### src/design/nfcs_cfg.svh
`ifndef NFCS_CFG_SVH
`define NFCS_CFG_SVH

// ----------------------------------------
// clock and pin timing
// ----------------------------------------
`define NFCS_CLK_NS 40
`define NFCS_T_SET_NS 40
`define NFCS_T_WE_NS 50
`define NFCS_T_REC_NS 40
`define NFCS_T_ACC_NS 120
`define NFCS_T_RST_NS 500
`define NFCS_CYC(t) (((t) + `NFCS_CLK_NS - 1) / `NFCS_CLK_NS)
`define NFCS_SYNC_LAT 4

// ----------------------------------------
// device command bytes and pattern addresses
// ----------------------------------------
`define NFCS_D_UNLOCK1 8'hAA
`define NFCS_D_UNLOCK2 8'h55
`define NFCS_D_IDENT 8'h90
`define NFCS_D_PROG 8'hA0
`define NFCS_D_ERASE 8'h80
`define NFCS_D_CHIP 8'h10
`define NFCS_D_SECT 8'h30
`define NFCS_D_PROT 8'h20
`define NFCS_D_SUSP 8'hB0
`define NFCS_D_RESET 8'hF0
`define NFCS_A_555 11'h555
`define NFCS_A_2AA 11'h2AA
`define NFCS_DQ_POLL 7
`define NFCS_DQ_TOG 6
`define NFCS_DQ_TO 5

// ----------------------------------------
// sector decode
// ----------------------------------------
`define NFCS_SEC64_F 17:16
`define NFCS_SEC32_B 15
`define NFCS_SEC16_B 14
`define NFCS_SEC8_B 13
`define NFCS_SEC64_BASE 3'h3
`define NFCS_SEC_32K 3'h3
`define NFCS_SEC_LAST 3'h6

// ----------------------------------------
// register port
// ----------------------------------------
`define NFCS_ADDR_W 18
`define NFCS_REG_CMD 8'h00
`define NFCS_REG_ADDR 8'h04
`define NFCS_REG_DATA 8'h08
`define NFCS_REG_STAT 8'h0C
`define NFCS_REG_CFG 8'h10
`define NFCS_CFG_BOTTOM 0
`define NFCS_STEP_DONE 3'h7

// ----------------------------------------
// operation codes
// ----------------------------------------
`define NFCS_OP_READ 4'h0
`define NFCS_OP_RESET 4'h1
`define NFCS_OP_ID 4'h2
`define NFCS_OP_PROG 4'h3
`define NFCS_OP_CHIP 4'h4
`define NFCS_OP_SECT 4'h5
`define NFCS_OP_ADDSEC 4'h6
`define NFCS_OP_SUSP 4'h7
`define NFCS_OP_RESUME 4'h8
`define NFCS_OP_PROT 4'h9
`define NFCS_OP_POLL 4'hA
`define NFCS_OP_HWRST 4'hB

`endif

### src/design/nfcs_pkg.sv
package nfcs_pkg;

    typedef logic [3:0] nfcs_op_t;

    typedef enum logic [2:0] {
        K_END, K_WR, K_RD, K_POLL, K_PULSE
    } nfcs_kind_t;

    typedef enum logic [2:0] {
        S_IDLE, S_STEP, S_WSET, S_WLOW, S_WREC, S_RWAIT, S_RST
    } nfcs_fsm_t;

    typedef struct packed {
        logic [17:0] addr;
        logic [7:0] dq;
        logic dq_oe;
        logic ce_n;
        logic oe_n;
        logic we_n;
        logic reset_n;
    } nfcs_flash_t;

    typedef struct packed {
        nfcs_kind_t kind;
        logic reg_a;
        logic [10:0] a;
        logic reg_d;
        logic [7:0] d;
    } nfcs_step_t;

    typedef struct packed {
        logic [11:0] zero;
        logic [2:0] erase_sec;
        logic [2:0] sec;
        logic susp;
        logic erase_act;
        logic refused;
        logic fail;
        logic done;
        logic busy;
        logic [7:0] rd;
    } nfcs_status_t;

    typedef struct packed {
        nfcs_fsm_t fsm;
        nfcs_op_t op;
        logic [2:0] idx;
        logic [7:0] cnt;
        nfcs_flash_t pins;
        logic [17:0] addr;
        logic [7:0] wdata;
        logic bottom;
        logic [7:0] rd;
        logic [2:0] erase_sec;
        logic busy;
        logic done;
        logic fail;
        logic refused;
        logic erase_act;
        logic chip;
        logic susp;
        logic is_poll;
        logic poll_first;
        logic prev_tog;
        logic seen_to;
        logic abort;
        logic [31:0] rdata;
    } nfcs_state_t;

endpackage : nfcs_pkg

### src/design/nfcs_sync.sv
`timescale 1ns/1ps

module nfcs_sync #(
    parameter int W = 8
) (
    // clock, reset, enable
    input wire logic clk_i,
    input wire logic arst_n_i,
    input wire logic en_i,
    // async in, settled out
    input wire logic [W-1:0] d_i,
    output logic [W-1:0] q_o
);
    typedef struct packed {
        logic [W-1:0] s1;
        logic [W-1:0] s2;
        logic [W-1:0] s3;
        logic [W-1:0] q;
    } nfcs_sync_st_t;

    nfcs_sync_st_t st_reg;
    nfcs_sync_st_t st_next;

    // s1 feeds only s2; a value counts once s2 and s3 agree
    always_comb begin
        st_next = st_reg;
        st_next.s1 = d_i;
        st_next.s2 = st_reg.s1;
        st_next.s3 = st_reg.s2;
        if (st_reg.s2 == st_reg.s3) begin
            st_next.q = st_reg.s3;
        end
    end

    always_ff @(posedge clk_i or negedge arst_n_i) begin
        if (!arst_n_i) begin
            st_reg <= '0;
        end else if (en_i) begin
            st_reg <= st_next;
        end
    end

    assign q_o = st_reg.q;

endmodule : nfcs_sync

### src/design/nfcs_ctrl.sv
`timescale 1ns/1ps
`include "nfcs_cfg.svh"

// Flash device rules this block works with
// RL1: address latched at strobe fall, data at rise
// RL2: patterns on low eleven address lines only
// RL3: single F0 write returns to array read
// RL4: read mode returns stored byte at address
// RL5: three-cycle identifier entry, then id reads
// RL6: protect-verify location reads 01 or 00
// RL7: unlock, A0, then address and data programs
// RL8: six-cycle chip erase ending 10 at 555
// RL9: sector erase ends with 30 at sector
// RL10: any sector combination or whole array erasable
// RL11: device preprograms and times erase itself
// RL12: whole-array erase uses fixed bulk pulses; here chip erase issues no pulses and is polled like the other erases
// RL13: B0 during sector erase suspends it
// RL14: 30 while suspended resumes the erase
// RL15: suspended: read, program other sectors only
// RL16: after suspend device stays in read mode
// RL17: commands ignored while a program runs
// RL18: sector erase accepts only the suspend command; here an add-sector write is accepted as well
// RL19: full command set back after completion
// RL20: six-cycle sequence ending 20 arms protect
// RL21: sector decode follows top or bottom variant
// RL22: reset pin forces read mode
// RL23: done when toggle bit steady two reads
// RL24: timeout bit high means erase failure
// RL25: after failure F0 aborts, new command needed
// RL26: read mode holds until next command write
// RL27: bad sequence cycle drops back to read
// RL28: device drives data only with CE, OE low
module nfcs_ctrl
    import nfcs_pkg::*;
#(
    parameter int SET_CYC = `NFCS_CYC(`NFCS_T_SET_NS),
    parameter int WE_CYC = `NFCS_CYC(`NFCS_T_WE_NS),
    parameter int REC_CYC = `NFCS_CYC(`NFCS_T_REC_NS),
    parameter int RD_CYC = `NFCS_CYC(`NFCS_T_ACC_NS) + `NFCS_SYNC_LAT,
    parameter int RST_CYC = `NFCS_CYC(`NFCS_T_RST_NS)
) (
    // clock, reset, enable
    input wire logic SYS_CLK_I,
    input wire logic ARST_N_I,
    input wire logic EN_I,
    // register port
    input wire logic [7:0] REG_ADDR_I,
    input wire logic [31:0] REG_WDATA_I,
    input wire logic REG_WE_I,
    input wire logic REG_RE_I,
    output logic [31:0] REG_RDATA_O,
    // flash pins
    output nfcs_pkg::nfcs_flash_t FLASH_O,
    input wire logic [7:0] FLASH_DQ_I
);
    import nfcs_pkg::*;

    localparam logic [7:0] SET_M1 = 8'(SET_CYC - 1);
    localparam logic [7:0] WE_M1 = 8'(WE_CYC - 1);
    localparam logic [7:0] REC_M1 = 8'(REC_CYC - 1);
    localparam logic [7:0] RD_M1 = 8'(RD_CYC - 1);
    localparam logic [7:0] RST_M1 = 8'(RST_CYC - 1);

    nfcs_state_t st_reg;
    nfcs_state_t st_next;
    logic [7:0] dq_sync;
    nfcs_step_t stp;
    nfcs_status_t stat;
    logic [2:0] sec_now;
    nfcs_op_t new_op;

    // ----------------------------------------
    // helpers
    // ----------------------------------------
    // RL21 boot variant
    function automatic logic [2:0] sec_of(input logic [17:0] a,
                                          input logic bottom);
        logic [17:0] m;
        logic [2:0] b;
        m = bottom ? a : ~a;
        if (m[`NFCS_SEC64_F] != 2'h0) begin
            b = {1'b0, m[`NFCS_SEC64_F]} + `NFCS_SEC64_BASE;
        end else if (m[`NFCS_SEC32_B]) begin
            b = `NFCS_SEC_32K;
        end else if (m[`NFCS_SEC16_B]) begin
            b = {2'h0, m[`NFCS_SEC8_B]} + 3'h1;
        end else begin
            b = 3'h0;
        end
        return bottom ? b : `NFCS_SEC_LAST - b;
    endfunction : sec_of

    // bus cycles of each operation, END past the last one
    function automatic nfcs_step_t step_of(input nfcs_op_t op,
                                           input logic [2:0] i);
        nfcs_step_t s;
        logic six;
        logic unl;
        s = '{kind: K_END, reg_a: 1'b0, a: `NFCS_A_555,
              reg_d: 1'b0, d: `NFCS_D_RESET};
        six = (op == `NFCS_OP_CHIP) || (op == `NFCS_OP_SECT) ||
              (op == `NFCS_OP_PROT);
        unl = six || (op == `NFCS_OP_ID) || (op == `NFCS_OP_PROG);
        // RL2 unlock pattern
        if (unl && (i == 3'h0 || i == 3'h1 ||
                    (six && (i == 3'h3 || i == 3'h4)))) begin
            s.kind = K_WR;
            s.a = (i == 3'h1 || i == 3'h4) ? `NFCS_A_2AA : `NFCS_A_555;
            s.d = (i == 3'h1 || i == 3'h4) ? `NFCS_D_UNLOCK2
                                           : `NFCS_D_UNLOCK1;
        end else begin
            case (op)
                // RL4 RL26 array read
                `NFCS_OP_READ: if (i == 3'h0) begin
                    s.kind = K_RD;
                    s.reg_a = 1'b1;
                end
                // RL3 reset write
                `NFCS_OP_RESET: if (i == 3'h0) begin
                    s.kind = K_WR;
                    s.reg_a = 1'b1;
                end
                // RL5 RL6 identifier entry and verify read
                `NFCS_OP_ID: if (i == 3'h2) begin
                    s.kind = K_WR;
                    s.d = `NFCS_D_IDENT;
                end else if (i == 3'h3) begin
                    s.kind = K_RD;
                    s.reg_a = 1'b1;
                end
                // RL7 program byte
                `NFCS_OP_PROG: if (i == 3'h2) begin
                    s.kind = K_WR;
                    s.d = `NFCS_D_PROG;
                end else if (i == 3'h3) begin
                    s.kind = K_WR;
                    s.reg_a = 1'b1;
                    s.reg_d = 1'b1;
                end else if (i == 3'h4) begin
                    s.kind = K_POLL;
                    s.reg_a = 1'b1;
                end
                // RL8 RL9 RL11 RL12 RL20 erase-class sequences
                `NFCS_OP_CHIP, `NFCS_OP_SECT, `NFCS_OP_PROT: begin
                    if (i == 3'h2) begin
                        s.kind = K_WR;
                        s.d = `NFCS_D_ERASE;
                    end else if (i == 3'h5) begin
                        s.kind = K_WR;
                        s.reg_a = (op == `NFCS_OP_SECT);
                        s.d = (op == `NFCS_OP_CHIP) ? `NFCS_D_CHIP :
                              (op == `NFCS_OP_SECT) ? `NFCS_D_SECT
                                                    : `NFCS_D_PROT;
                    end
                end
                // RL10 RL14 extra sector or resume
                `NFCS_OP_ADDSEC, `NFCS_OP_RESUME: if (i == 3'h0) begin
                    s.kind = K_WR;
                    s.reg_a = 1'b1;
                    s.d = `NFCS_D_SECT;
                end
                // RL13 suspend
                `NFCS_OP_SUSP: if (i == 3'h0) begin
                    s.kind = K_WR;
                    s.reg_a = 1'b1;
                    s.d = `NFCS_D_SUSP;
                end
                `NFCS_OP_POLL: if (i == 3'h0) begin
                    s.kind = K_POLL;
                    s.reg_a = 1'b1;
                end
                `NFCS_OP_HWRST: if (i == 3'h0) begin
                    s.kind = K_PULSE;
                end
                default: s.kind = K_END;
            endcase
        end
        return s;
    endfunction : step_of

    // RL17 RL18 RL15 commands the device would drop are refused here
    function automatic logic op_ok(input nfcs_op_t op,
                                   input nfcs_state_t s,
                                   input logic [2:0] sec);
        logic ok;
        if (op == `NFCS_OP_HWRST || op == `NFCS_OP_POLL) begin
            ok = 1'b1;
        end else if (s.susp) begin
            ok = (op == `NFCS_OP_RESUME) ||
                 ((op == `NFCS_OP_READ || op == `NFCS_OP_PROG) &&
                  (s.chip || sec != s.erase_sec));
        end else if (s.erase_act) begin
            ok = !s.chip && (op == `NFCS_OP_SUSP ||
                             op == `NFCS_OP_ADDSEC);
        end else begin
            ok = (op <= `NFCS_OP_PROT) && op != `NFCS_OP_SUSP &&
                 op != `NFCS_OP_RESUME && op != `NFCS_OP_ADDSEC;
        end
        return ok;
    endfunction : op_ok

    // ----------------------------------------
    // data pin synchroniser
    // ----------------------------------------
    nfcs_sync #(
        .W(8)
    ) u_dq_sync (
        .clk_i(SYS_CLK_I),
        .arst_n_i(ARST_N_I),
        .en_i(EN_I),
        .d_i(FLASH_DQ_I),
        .q_o(dq_sync)
    );

    assign sec_now = sec_of(st_reg.addr, st_reg.bottom);
    assign new_op = REG_WDATA_I[3:0];
    // RL25 after a failure only the abort write goes out
    assign stp = st_reg.abort ?
                 nfcs_step_t'{kind: K_WR, reg_a: 1'b1, a: `NFCS_A_555,
                   reg_d: 1'b0, d: `NFCS_D_RESET}
               : step_of(st_reg.op, st_reg.idx);

    always_comb begin
        stat = '0;
        stat.erase_sec = st_reg.erase_sec;
        stat.sec = sec_now;
        stat.susp = st_reg.susp;
        stat.erase_act = st_reg.erase_act;
        stat.refused = st_reg.refused;
        stat.fail = st_reg.fail;
        stat.done = st_reg.done;
        stat.busy = st_reg.busy;
        stat.rd = st_reg.rd;
    end

    // ----------------------------------------
    // next state
    // ----------------------------------------
    always_comb begin
        st_next = st_reg;
        // register port; reading status clears done and refused
        if (REG_RE_I) begin
            case (REG_ADDR_I)
                `NFCS_REG_ADDR: st_next.rdata = 32'(st_reg.addr);
                `NFCS_REG_DATA: st_next.rdata = 32'(st_reg.wdata);
                `NFCS_REG_STAT: begin
                    st_next.rdata = stat;
                    st_next.done = 1'b0;
                    st_next.refused = 1'b0;
                end
                `NFCS_REG_CFG: st_next.rdata = 32'(st_reg.bottom);
                default: st_next.rdata = '0;
            endcase
        end
        // address and data stay put during an operation
        if (REG_WE_I && !st_reg.busy) begin
            case (REG_ADDR_I)
                `NFCS_REG_ADDR:
                    st_next.addr = REG_WDATA_I[`NFCS_ADDR_W-1:0];
                `NFCS_REG_DATA: st_next.wdata = REG_WDATA_I[7:0];
                `NFCS_REG_CFG:
                    st_next.bottom = REG_WDATA_I[`NFCS_CFG_BOTTOM];
                default: ;
            endcase
        end
        case (st_reg.fsm)
            S_IDLE: begin
                if (REG_WE_I && REG_ADDR_I == `NFCS_REG_CMD) begin
                    if (op_ok(new_op, st_reg, sec_now)) begin
                        st_next.op = new_op;
                        st_next.idx = 3'h0;
                        st_next.busy = 1'b1;
                        st_next.fail = 1'b0;
                        st_next.poll_first = 1'b1;
                        st_next.seen_to = 1'b0;
                        st_next.abort = 1'b0;
                        st_next.fsm = S_STEP;
                    end else begin
                        st_next.refused = 1'b1;
                    end
                end
            end
            S_STEP: begin
                // RL2 upper lines zero on pattern cycles
                st_next.pins.addr = stp.reg_a ? st_reg.addr
                                              : 18'(stp.a);
                st_next.is_poll = (stp.kind == K_POLL);
                case (stp.kind)
                    K_WR: begin
                        st_next.pins.dq = stp.reg_d ? st_reg.wdata
                                                    : stp.d;
                        st_next.pins.dq_oe = 1'b1;
                        st_next.pins.ce_n = 1'b0;
                        st_next.cnt = SET_M1;
                        st_next.fsm = S_WSET;
                    end
                    // RL28 data pins released before OE falls
                    K_RD, K_POLL: begin
                        st_next.pins.dq_oe = 1'b0;
                        st_next.pins.ce_n = 1'b0;
                        st_next.pins.oe_n = 1'b0;
                        st_next.cnt = RD_M1;
                        st_next.fsm = S_RWAIT;
                    end
                    // RL22 reset pin pulse
                    K_PULSE: begin
                        st_next.pins.reset_n = 1'b0;
                        st_next.cnt = RST_M1;
                        st_next.fsm = S_RST;
                    end
                    default: begin
                        // RL19 erase state follows the finished op
                        st_next.busy = 1'b0;
                        st_next.done = 1'b1;
                        st_next.fsm = S_IDLE;
                        case (st_reg.op)
                            `NFCS_OP_CHIP: begin
                                st_next.erase_act = 1'b1;
                                st_next.chip = 1'b1;
                            end
                            `NFCS_OP_SECT: begin
                                st_next.erase_act = 1'b1;
                                st_next.chip = 1'b0;
                                st_next.erase_sec = sec_now;
                            end
                            // RL16 suspended device reads array
                            `NFCS_OP_SUSP: st_next.susp = 1'b1;
                            `NFCS_OP_RESUME: st_next.susp = 1'b0;
                            `NFCS_OP_HWRST, `NFCS_OP_POLL: begin
                                if (!st_reg.susp ||
                                    st_reg.op == `NFCS_OP_HWRST) begin
                                    st_next.erase_act = 1'b0;
                                    st_next.susp = 1'b0;
                                end
                            end
                            default: ;
                        endcase
                        // RL25 failed op leaves device idle
                        if (st_reg.fail) begin
                            st_next.erase_act = 1'b0;
                            st_next.susp = 1'b0;
                        end
                    end
                endcase
            end
            S_WSET: begin
                if (st_reg.cnt == '0) begin
                    // RL1 address taken on this fall
                    st_next.pins.we_n = 1'b0;
                    st_next.cnt = WE_M1;
                    st_next.fsm = S_WLOW;
                end else begin
                    st_next.cnt = st_reg.cnt - 8'h1;
                end
            end
            S_WLOW: begin
                if (st_reg.cnt == '0) begin
                    // RL1 data taken on this rise
                    st_next.pins.we_n = 1'b1;
                    st_next.cnt = REC_M1;
                    st_next.fsm = S_WREC;
                end else begin
                    st_next.cnt = st_reg.cnt - 8'h1;
                end
            end
            S_WREC: begin
                if (st_reg.cnt == '0) begin
                    st_next.pins.ce_n = 1'b1;
                    st_next.pins.dq_oe = 1'b0;
                    st_next.pins.reset_n = 1'b1;
                    st_next.abort = 1'b0;
                    st_next.idx = st_reg.abort ? `NFCS_STEP_DONE
                                               : st_reg.idx + 3'h1;
                    st_next.fsm = S_STEP;
                end else begin
                    st_next.cnt = st_reg.cnt - 8'h1;
                end
            end
            S_RWAIT: begin
                if (st_reg.cnt == '0) begin
                    st_next.rd = dq_sync;
                    st_next.pins.ce_n = 1'b1;
                    st_next.pins.oe_n = 1'b1;
                    st_next.fsm = S_STEP;
                    if (!st_reg.is_poll) begin
                        st_next.idx = st_reg.idx + 3'h1;
                    end else if (st_reg.poll_first) begin
                        st_next.poll_first = 1'b0;
                        st_next.prev_tog = dq_sync[`NFCS_DQ_TOG];
                        st_next.seen_to = dq_sync[`NFCS_DQ_TO];
                    // RL23 steady toggle bit ends polling
                    end else if (dq_sync[`NFCS_DQ_TOG] ==
                                 st_reg.prev_tog) begin
                        st_next.idx = st_reg.idx + 3'h1;
                    // RL24 RL25 timeout then still toggling fails
                    end else if (st_reg.seen_to) begin
                        st_next.fail = 1'b1;
                        st_next.abort = 1'b1;
                    end else begin
                        st_next.prev_tog = dq_sync[`NFCS_DQ_TOG];
                        st_next.seen_to = dq_sync[`NFCS_DQ_TO];
                    end
                end else begin
                    st_next.cnt = st_reg.cnt - 8'h1;
                end
            end
            S_RST: begin
                if (st_reg.cnt == '0) begin
                    st_next.pins.reset_n = 1'b1;
                    st_next.cnt = REC_M1;
                    st_next.fsm = S_WREC;
                end else begin
                    st_next.cnt = st_reg.cnt - 8'h1;
                end
            end
            default: st_next.fsm = S_IDLE;
        endcase
    end

    // ----------------------------------------
    // state register
    // ----------------------------------------
    always_ff @(posedge SYS_CLK_I or negedge ARST_N_I) begin
        if (!ARST_N_I) begin
            st_reg <= '0;
            st_reg.fsm <= S_IDLE;
            st_reg.pins.ce_n <= 1'b1;
            st_reg.pins.oe_n <= 1'b1;
            st_reg.pins.we_n <= 1'b1;
            st_reg.pins.reset_n <= 1'b1;
        end else if (EN_I) begin
            st_reg <= st_next;
        end
    end

    assign FLASH_O = st_reg.pins;
    assign REG_RDATA_O = st_reg.rdata;

endmodule : nfcs_ctrl

### config.mk
export PLATFORM = sky130hd
export DESIGN_NAME = nfcs_ctrl
export DESIGN_NICKNAME = d
export VERILOG_FILES = /design/src/design/nfcs_pkg.sv /design/src/design/nfcs_sync.sv /design/src/design/nfcs_ctrl.sv
export VERILOG_INCLUDE_DIRS = /design/src /design/src/design
export SDC_FILE = /design/constraint.sdc
export NUM_CORES = 1
export LEC_CHECK = 0
export ABC_CLOCK_PERIOD_IN_PS = 4800
export BUFFER_PORTS_ARGS = -buffer_cell sky130_fd_sc_hd__buf_2
export CORE_MARGIN = 3
export CORE_UTILIZATION = 60
export CTS_BUF_LIST = sky130_fd_sc_hd__clkbuf_8
export DETAILED_ROUTE_END_ITERATION = 12
export GPL_TIMING_DRIVEN = 0
export PLACE_DENSITY_LB_ADDON = 0.15
export SYNTH_ARGS = -nofsm -noshare
export SYNTH_HDL_FRONTEND = slang
export SYNTH_HIERARCHICAL = 1
export SYNTH_SLANG_ARGS = --single-unit
### constraint.sdc
create_clock -name SYS_CLK_I -period 4.8 [get_ports SYS_CLK_I]
set_input_delay 1.44 -clock SYS_CLK_I [delete_from_list [all_inputs] [get_ports SYS_CLK_I]]
set_output_delay 1.44 -clock SYS_CLK_I [all_outputs]
set_load 0.02 [all_outputs]
==> flow_summary.ini, run 1 <==
[synthesis]
ys_top_cells_by_area = dfrtp_1, mux2_2, buf_4
avgSynthCellArea_sq_um = 10.2
synth_area_sq_mm = 0.00834
synth-seq-area-share_pct = 45.4
ys_async_sr_fraction_pct = 100
synth_top_area_share_pct = 44.1
synth.largest_area_cell = dfrtp_1
synth_edf_count = 0
synth.ff_latch_count = 151
synth_cells = 814
synth_commonest_cells = dfrtp_1, nand2_1, buf_4
synth_flop_cell = dfrtp_1
yosysWarnings = 6
yosysUniqueCellTypes = 83
synth.most_common_cell = dfrtp_1

[sta]
tightest_slew_ns = 0.972
maxSlewHeadroom_pct = 34.7
fin_crit_sh_pct = 74.7
fmax_mhz = 279
slew_violations = 0
setup_tns_ns = 0
period_minus_slack_ns = 3.58
rsz0062_at_grt = false
fin_ws_ns = 1.22
setup_viol = 0
clock_skew_ns = 0.0123
final_hold_viol_count = 0

[clocking]
cts_tree = done
cts_resized = 0
cts_buffer_depth = 2
cts-root-buf = clkbuf_8
cts_hold_buffers = 0
clkTransAtPathRegs_ns = 0.08
cts_setup_buffers = 0
htree_levels = 4
clock_latency_ns = 0.46
cts_buffers = 17
cts_sinks = 151

[place]
dp_cells = 1090
io_buffers = 88
dpl.hpwl_um = 15500
dp_slack_ns = 0.942
place.gp.congestion = 0.961

[floorplanning]
start_util_pct = 62.2
chipWidth_um = 124
die_height_um = 124
dieArea_sq_mm = 0.0153
core_area_sq_mm = 0.0134
fp-row-count = 42
num_io_pins = 116

[setup_path]
worst_setup_path_start_kind = flip-flop
worstPathArrival_ns = 3.93
worstPathRequired_ns = 5.15
critPathCaptureType = flip-flop
criticalPathCategory = flip-flop to flip-flop
crit_fanout = 7
r2r_cells = 11

[layout]
n_fill_cell = 1009
fin_cells = 1122
area_growth_pct = 13.9
largest_register_ff_count = 68
drive_gt1_share_pct = 33.3
num_antenna_cells = 0
final_nets = 993

[route]
wirelength_um = 20700
route.detailed.wl_per_inst_um = 18.4
dr.first_iter.drc_count = 611
remaining_drc_errors = 0
ant_nets = 0
drtPass1Iterations = 5
vias_per_cell = 5.98
dr_total_vias = 6710

[power_and_ir_drop]
ir_drop_mv = 0.274
power.density_mw_per_mm2 = 431
leakagePower_nw = 4.47

[job]
cap_violations = 0

[global_routing]
antenna_found_initial = 0
grt_pass1_wl_um = 32900
grt_overflow = 0
grt_pass1_vias = 6300
grt_start_max_net_pins = 83
grt_util_all_layers_pct = 27.8

[hold_path]
hold_depth = 2
hold_class = flip-flop to flip-flop

[outcome]
status = finished, final reports clean
layout make-up:
class,instances,area [sq um],share of cell area [%]
sequential,151,3780,39.9
tap,176,220,2.32
multi-input combinational,541,3800,40.1
clock buffer,18,248,2.61
buffer,110,704,7.42
timing repair buffer,89,474,5.00
inverter,23,86.3,0.909
clock inverter,14,174,1.83
power by group:
group          leakage (nW)  switching [mW]  total, mW  internal (mW)
logic                  2.29           0.833       1.41          0.577
clock network         0.213           0.506       1.04          0.533
registers              1.97           0.167       1.65           1.48
worst max-delay path: stages, from the launching register on:
cell	delay, ns
dfrtp_1	0.46
nor2b_1	0.16
o311a_1	0.32
or2_2	0.32
ha_1	0.24
and4b_1	0.22
a211oi_2	0.33
xor2_1	0.27
a2111oi_4	0.12
o21ai_2	0.29
nor3b_4	0.39
mux2_4	0.33
metrics by stage:
| step | util [%] | cell area (sq um) | hold slack [ns] | power [mW] |
|---|---|---|---|---|
| detailed placement | 67.7 | 9070 | 0.456 | 3.06 |
| finish | 70.8 | 9490 | 0.467 | 4.09 |
| CTS | 70.8 | 9490 | 0.469 | 4.10 |
| global route | 70.8 | 9490 | 0.479 | 4.32 |
| floorplan | - | 8380 | 0.440 | 2.65 |
| global placement | 67.4 | 9040 | 0.454 | 3.01 |
layer usage:
| layer | up-vias | part of all wire, % | track usage (%) |
|---|---|---|---|
| met3 | 39 | 6.2 | 4.50 |
| li1 | 3110 | - | - |
| met4 | 0 | 2.3 | 10.9 |
| met1 | 3294 | 44 | 38.3 |
| met5 | - | 0 | 0 |
| met2 | 267 | 47 | 44.5 |
placed cells by master, fill, tap and decap left out, drive strengths merged, types with 23 or more instances in the layout:
cell type	Yosys	routed
nand2	83	83
buf	88	177
o21ai	60	60
inv	22	26
dfrtp	147	147
mux2	79	79
clkbuf	22	40
nor3	23	23
nor2	37	37
a21oi	24	24
path summary, 6_finish.rpt:
kind | start | endpoint | slack [ns]
max | st_reg[78] | st_reg[124] | 1.22
min | FLASH_O[2] | FLASH_O[2] | 0.47
max reg2reg | st_reg[78] | st_reg[124] | 1.22
min reg2reg | FLASH_O[2] | FLASH_O[2] | 0.47
max in group asynchronous | ARST_N_I | FLASH_O[3] | 2.98
min in group asynchronous | ARST_N_I | REG_RDATA_O[5] | 0.97
cells by family after synthesis:
family	synth area share, %
simple gates	14.2
compound gates	16.7
flops	45.4
buf+inv	9.49
mux	11.5
xor+xnor	1.58
fa+ha+maj	1.05
other cells	0.0450
No activity file was read; power rests on OpenSTA's default activity.
==> run 2, diff against run 1 <==
--- a/config.mk
+++ b/config.mk
@@ -6,7 +6,7 @@
 export SDC_FILE = /design/constraint.sdc
 export NUM_CORES = 1
 export LEC_CHECK = 0
-export ABC_CLOCK_PERIOD_IN_PS = 4800
+export ABC_CLOCK_PERIOD_IN_PS = 3550
 export BUFFER_PORTS_ARGS = -buffer_cell sky130_fd_sc_hd__buf_2
 export CORE_MARGIN = 3
 export CORE_UTILIZATION = 60
==> constraint.sdc (replaced) <==
create_clock -name SYS_CLK_I -period 3.55 [get_ports SYS_CLK_I]
set_input_delay 1.065 -clock SYS_CLK_I [delete_from_list [all_inputs] [get_ports SYS_CLK_I]]
set_output_delay 1.065 -clock SYS_CLK_I [all_outputs]
set_load 0.02 [all_outputs]
==> run 2 against run 1 <==
  * Worst setup slack worse by 1.1 ns
  * Sequential share of layout area fell by 0.094 points
  * Total power rose by 35%
  * Sequential power is 35% higher
  * Critical path depth is the same
  * Combinational power increased by 35%
  * Cell count is 0.18% higher
  * Critical path type unchanged
  * Largest cell class unchanged
==> flow_summary.ini, run 2 (synthesis gave the netlist of run 1 again) <==
[clocking]
cts-root-buf = clkbuf_8
cts_buffers = 17
clock_latency_ns = 0.46
htree_levels = 4
cts_buffer_depth = 2
cts_sinks = 151
clkTransAtPathRegs_ns = 0.08
cts_tree = done

[setup_path]
cp_slowest_cell = dfrtp_1
cp_cell_sequence = nor2b_1 -> o311a_1 -> or2_2 -> ha_1 -> and4b_1 -> a211oi_4 -> xor2_1 -> a2111oi_4 -> o21ai_2 -> nor3b_4 -> mux2_4
criticalPathCategory = flip-flop to flip-flop
crit_fanout = 7
worstPathArrival_ns = 3.82
critPathTopFamily = simple AND/OR/NAND/NOR gates
critical_path_buf_inv_count = 0
worst_setup_path_start_kind = flip-flop
worstPathRequired_ns = 3.90
critPathCaptureType = flip-flop
slowest_delay_ns = 0.45

[outcome]
status = finished, final reports clean

[sta]
tightest_slew_ns = 0.972
slew_violations = 0
fin_ws_ns = 0.0783
setup_viol = 0
fin_crit_sh_pct = 97.8
holdWs_ns = 0.467
period_minus_slack_ns = 3.47
fmax_mhz = 288
maxSlewHeadroom_pct = 34.7
setup_tns_ns = 0
final_hold_viol_count = 0
clock_skew_ns = 0.0111

[floorplanning]
core_area_sq_mm = 0.0134
fp-row-count = 42
die_height_um = 124
chipWidth_um = 124
start_util_pct = 62.2
dieArea_sq_mm = 0.0153
num_io_pins = 116

[route]
remaining_drc_errors = 0
dr.first_iter.drc_count = 622
wirelength_um = 20700
drtPass1Iterations = 5
dr_total_vias = 6717
ant_nets = 0
vias_per_cell = 5.98
route.detailed.wl_per_inst_um = 18.4

[place]
place.gp.congestion = 0.961
io_buffers = 88
dp_slack_ns = 0.00284
dpl.hpwl_um = 15500
dp_cells = 1090

[global_routing]
grt_pass1_vias = 6300
grt_util_all_layers_pct = 27.8
antenna_found_initial = 0
grt_start_max_net_pins = 83
grt_pass1_wl_um = 32900
grt_overflow = 0

[layout]
layout_commonest_cell = dfrtp_1
num_antenna_cells = 0
drive_gt1_share_pct = 33.4
final_nets = 995
area_growth_pct = 14.2
n_fill_cell = 1008
multi_input_area_sq_mm = 0.00381
largest_register_ff_count = 68
final-seq-area_sq_mm = 0.00378
final_cell_mix = dfrtp_1, buf_2, nand2_1, buf_4, mux2_2
fin_cells = 1124

[power_and_ir_drop]
power.density_mw_per_mm2 = 582
ir_drop_mv = 0.370
leakagePower_nw = 4.48
p_total_mw = 5.54

[hold_path]
hold_class = flip-flop to flip-flop

[job]
cap_violations = 0
==> run 2: cell types whose count changed in the layout (fill, tap and decap cells not counted) <==
cell and delta:
buf_4 +2, a211oi_4 +1, a211oi_2 -1
==> run 2: worst paths after layout <==
check	depth (start not counted)	slack, ns	startpoint	end
min reg2reg	2	0.47	FLASH_O[2]	FLASH_O[2]
max in group asynchronous	2	2.11	ARST_N_I	FLASH_O[3]
max	11	0.08	st_reg[78]	st_reg[124]
max reg2reg	11	0.08	st_reg[78]	st_reg[124]
min	2	0.47	FLASH_O[2]	FLASH_O[2]
min in group asynchronous	1	0.59	ARST_N_I	REG_RDATA_O[5]
==> run 2: per-stage QoR <==
step / cell area, sq um / utilization [%]
finish: 9520 / 71.0
global route: 9520 / 71.0
CTS: 9490 / 70.8
detailed placement: 9070 / 67.7
global placement: 9040 / 67.4
floorplan: 8380 / -
==> run 2: worst reg2reg max path: cells and delay by family, from the launching register on <==
family | cells | cell delay (ns)
AO/OA/AOI/OAI | 4 | 0.93
XOR/XNOR | 1 | 0.28
adder cells (fa/ha/maj) | 1 | 0.24
flip-flops | 1 | 0.45
multiplexers | 1 | 0.34
AND/OR/NAND/NOR | 4 | 1.12
==> run 2: metal layers <==
layer	track usage (%)	routed length, um
met3	4.50	1310
met1	38.3	9100
met5	0	0
met2	44.5	9850
met4	10.9	410
==> run 2: timing repair <==
| item | 4_1_cts | 5_1_grt |
|---|---|---|
| gates resized for setup | 0 | 1 |
| pin swaps | 1 | 3 |
| hold buffers | 0 | 0 |
| setup endpoints to repair | 4 | 8 |
| buffers inserted | 0 | 2 |
==> run 2: power breakdown <==
| group | switching, mW | internal (mW) | leakage (nW) |
|---|---|---|---|
| Combinational | 1.12 | 0.783 | 2.30 |
| Sequential | 0.226 | 2.00 | 1.97 |
| Clock | 0.685 | 0.720 | 0.213 |
| Total | 2.03 | 3.50 | 4.48 |
==> run 2: area by class of cell <==
class	count	area share, %
Multi-Input combinational cell	541	40.0
Sequential cell	151	39.8
Buffer	110	7.40
Timing Repair Buffer	91	5.14
Clock buffer	18	2.60
Tap cell	176	2.31
Clock inverter	14	1.83
Inverter	23	0.907
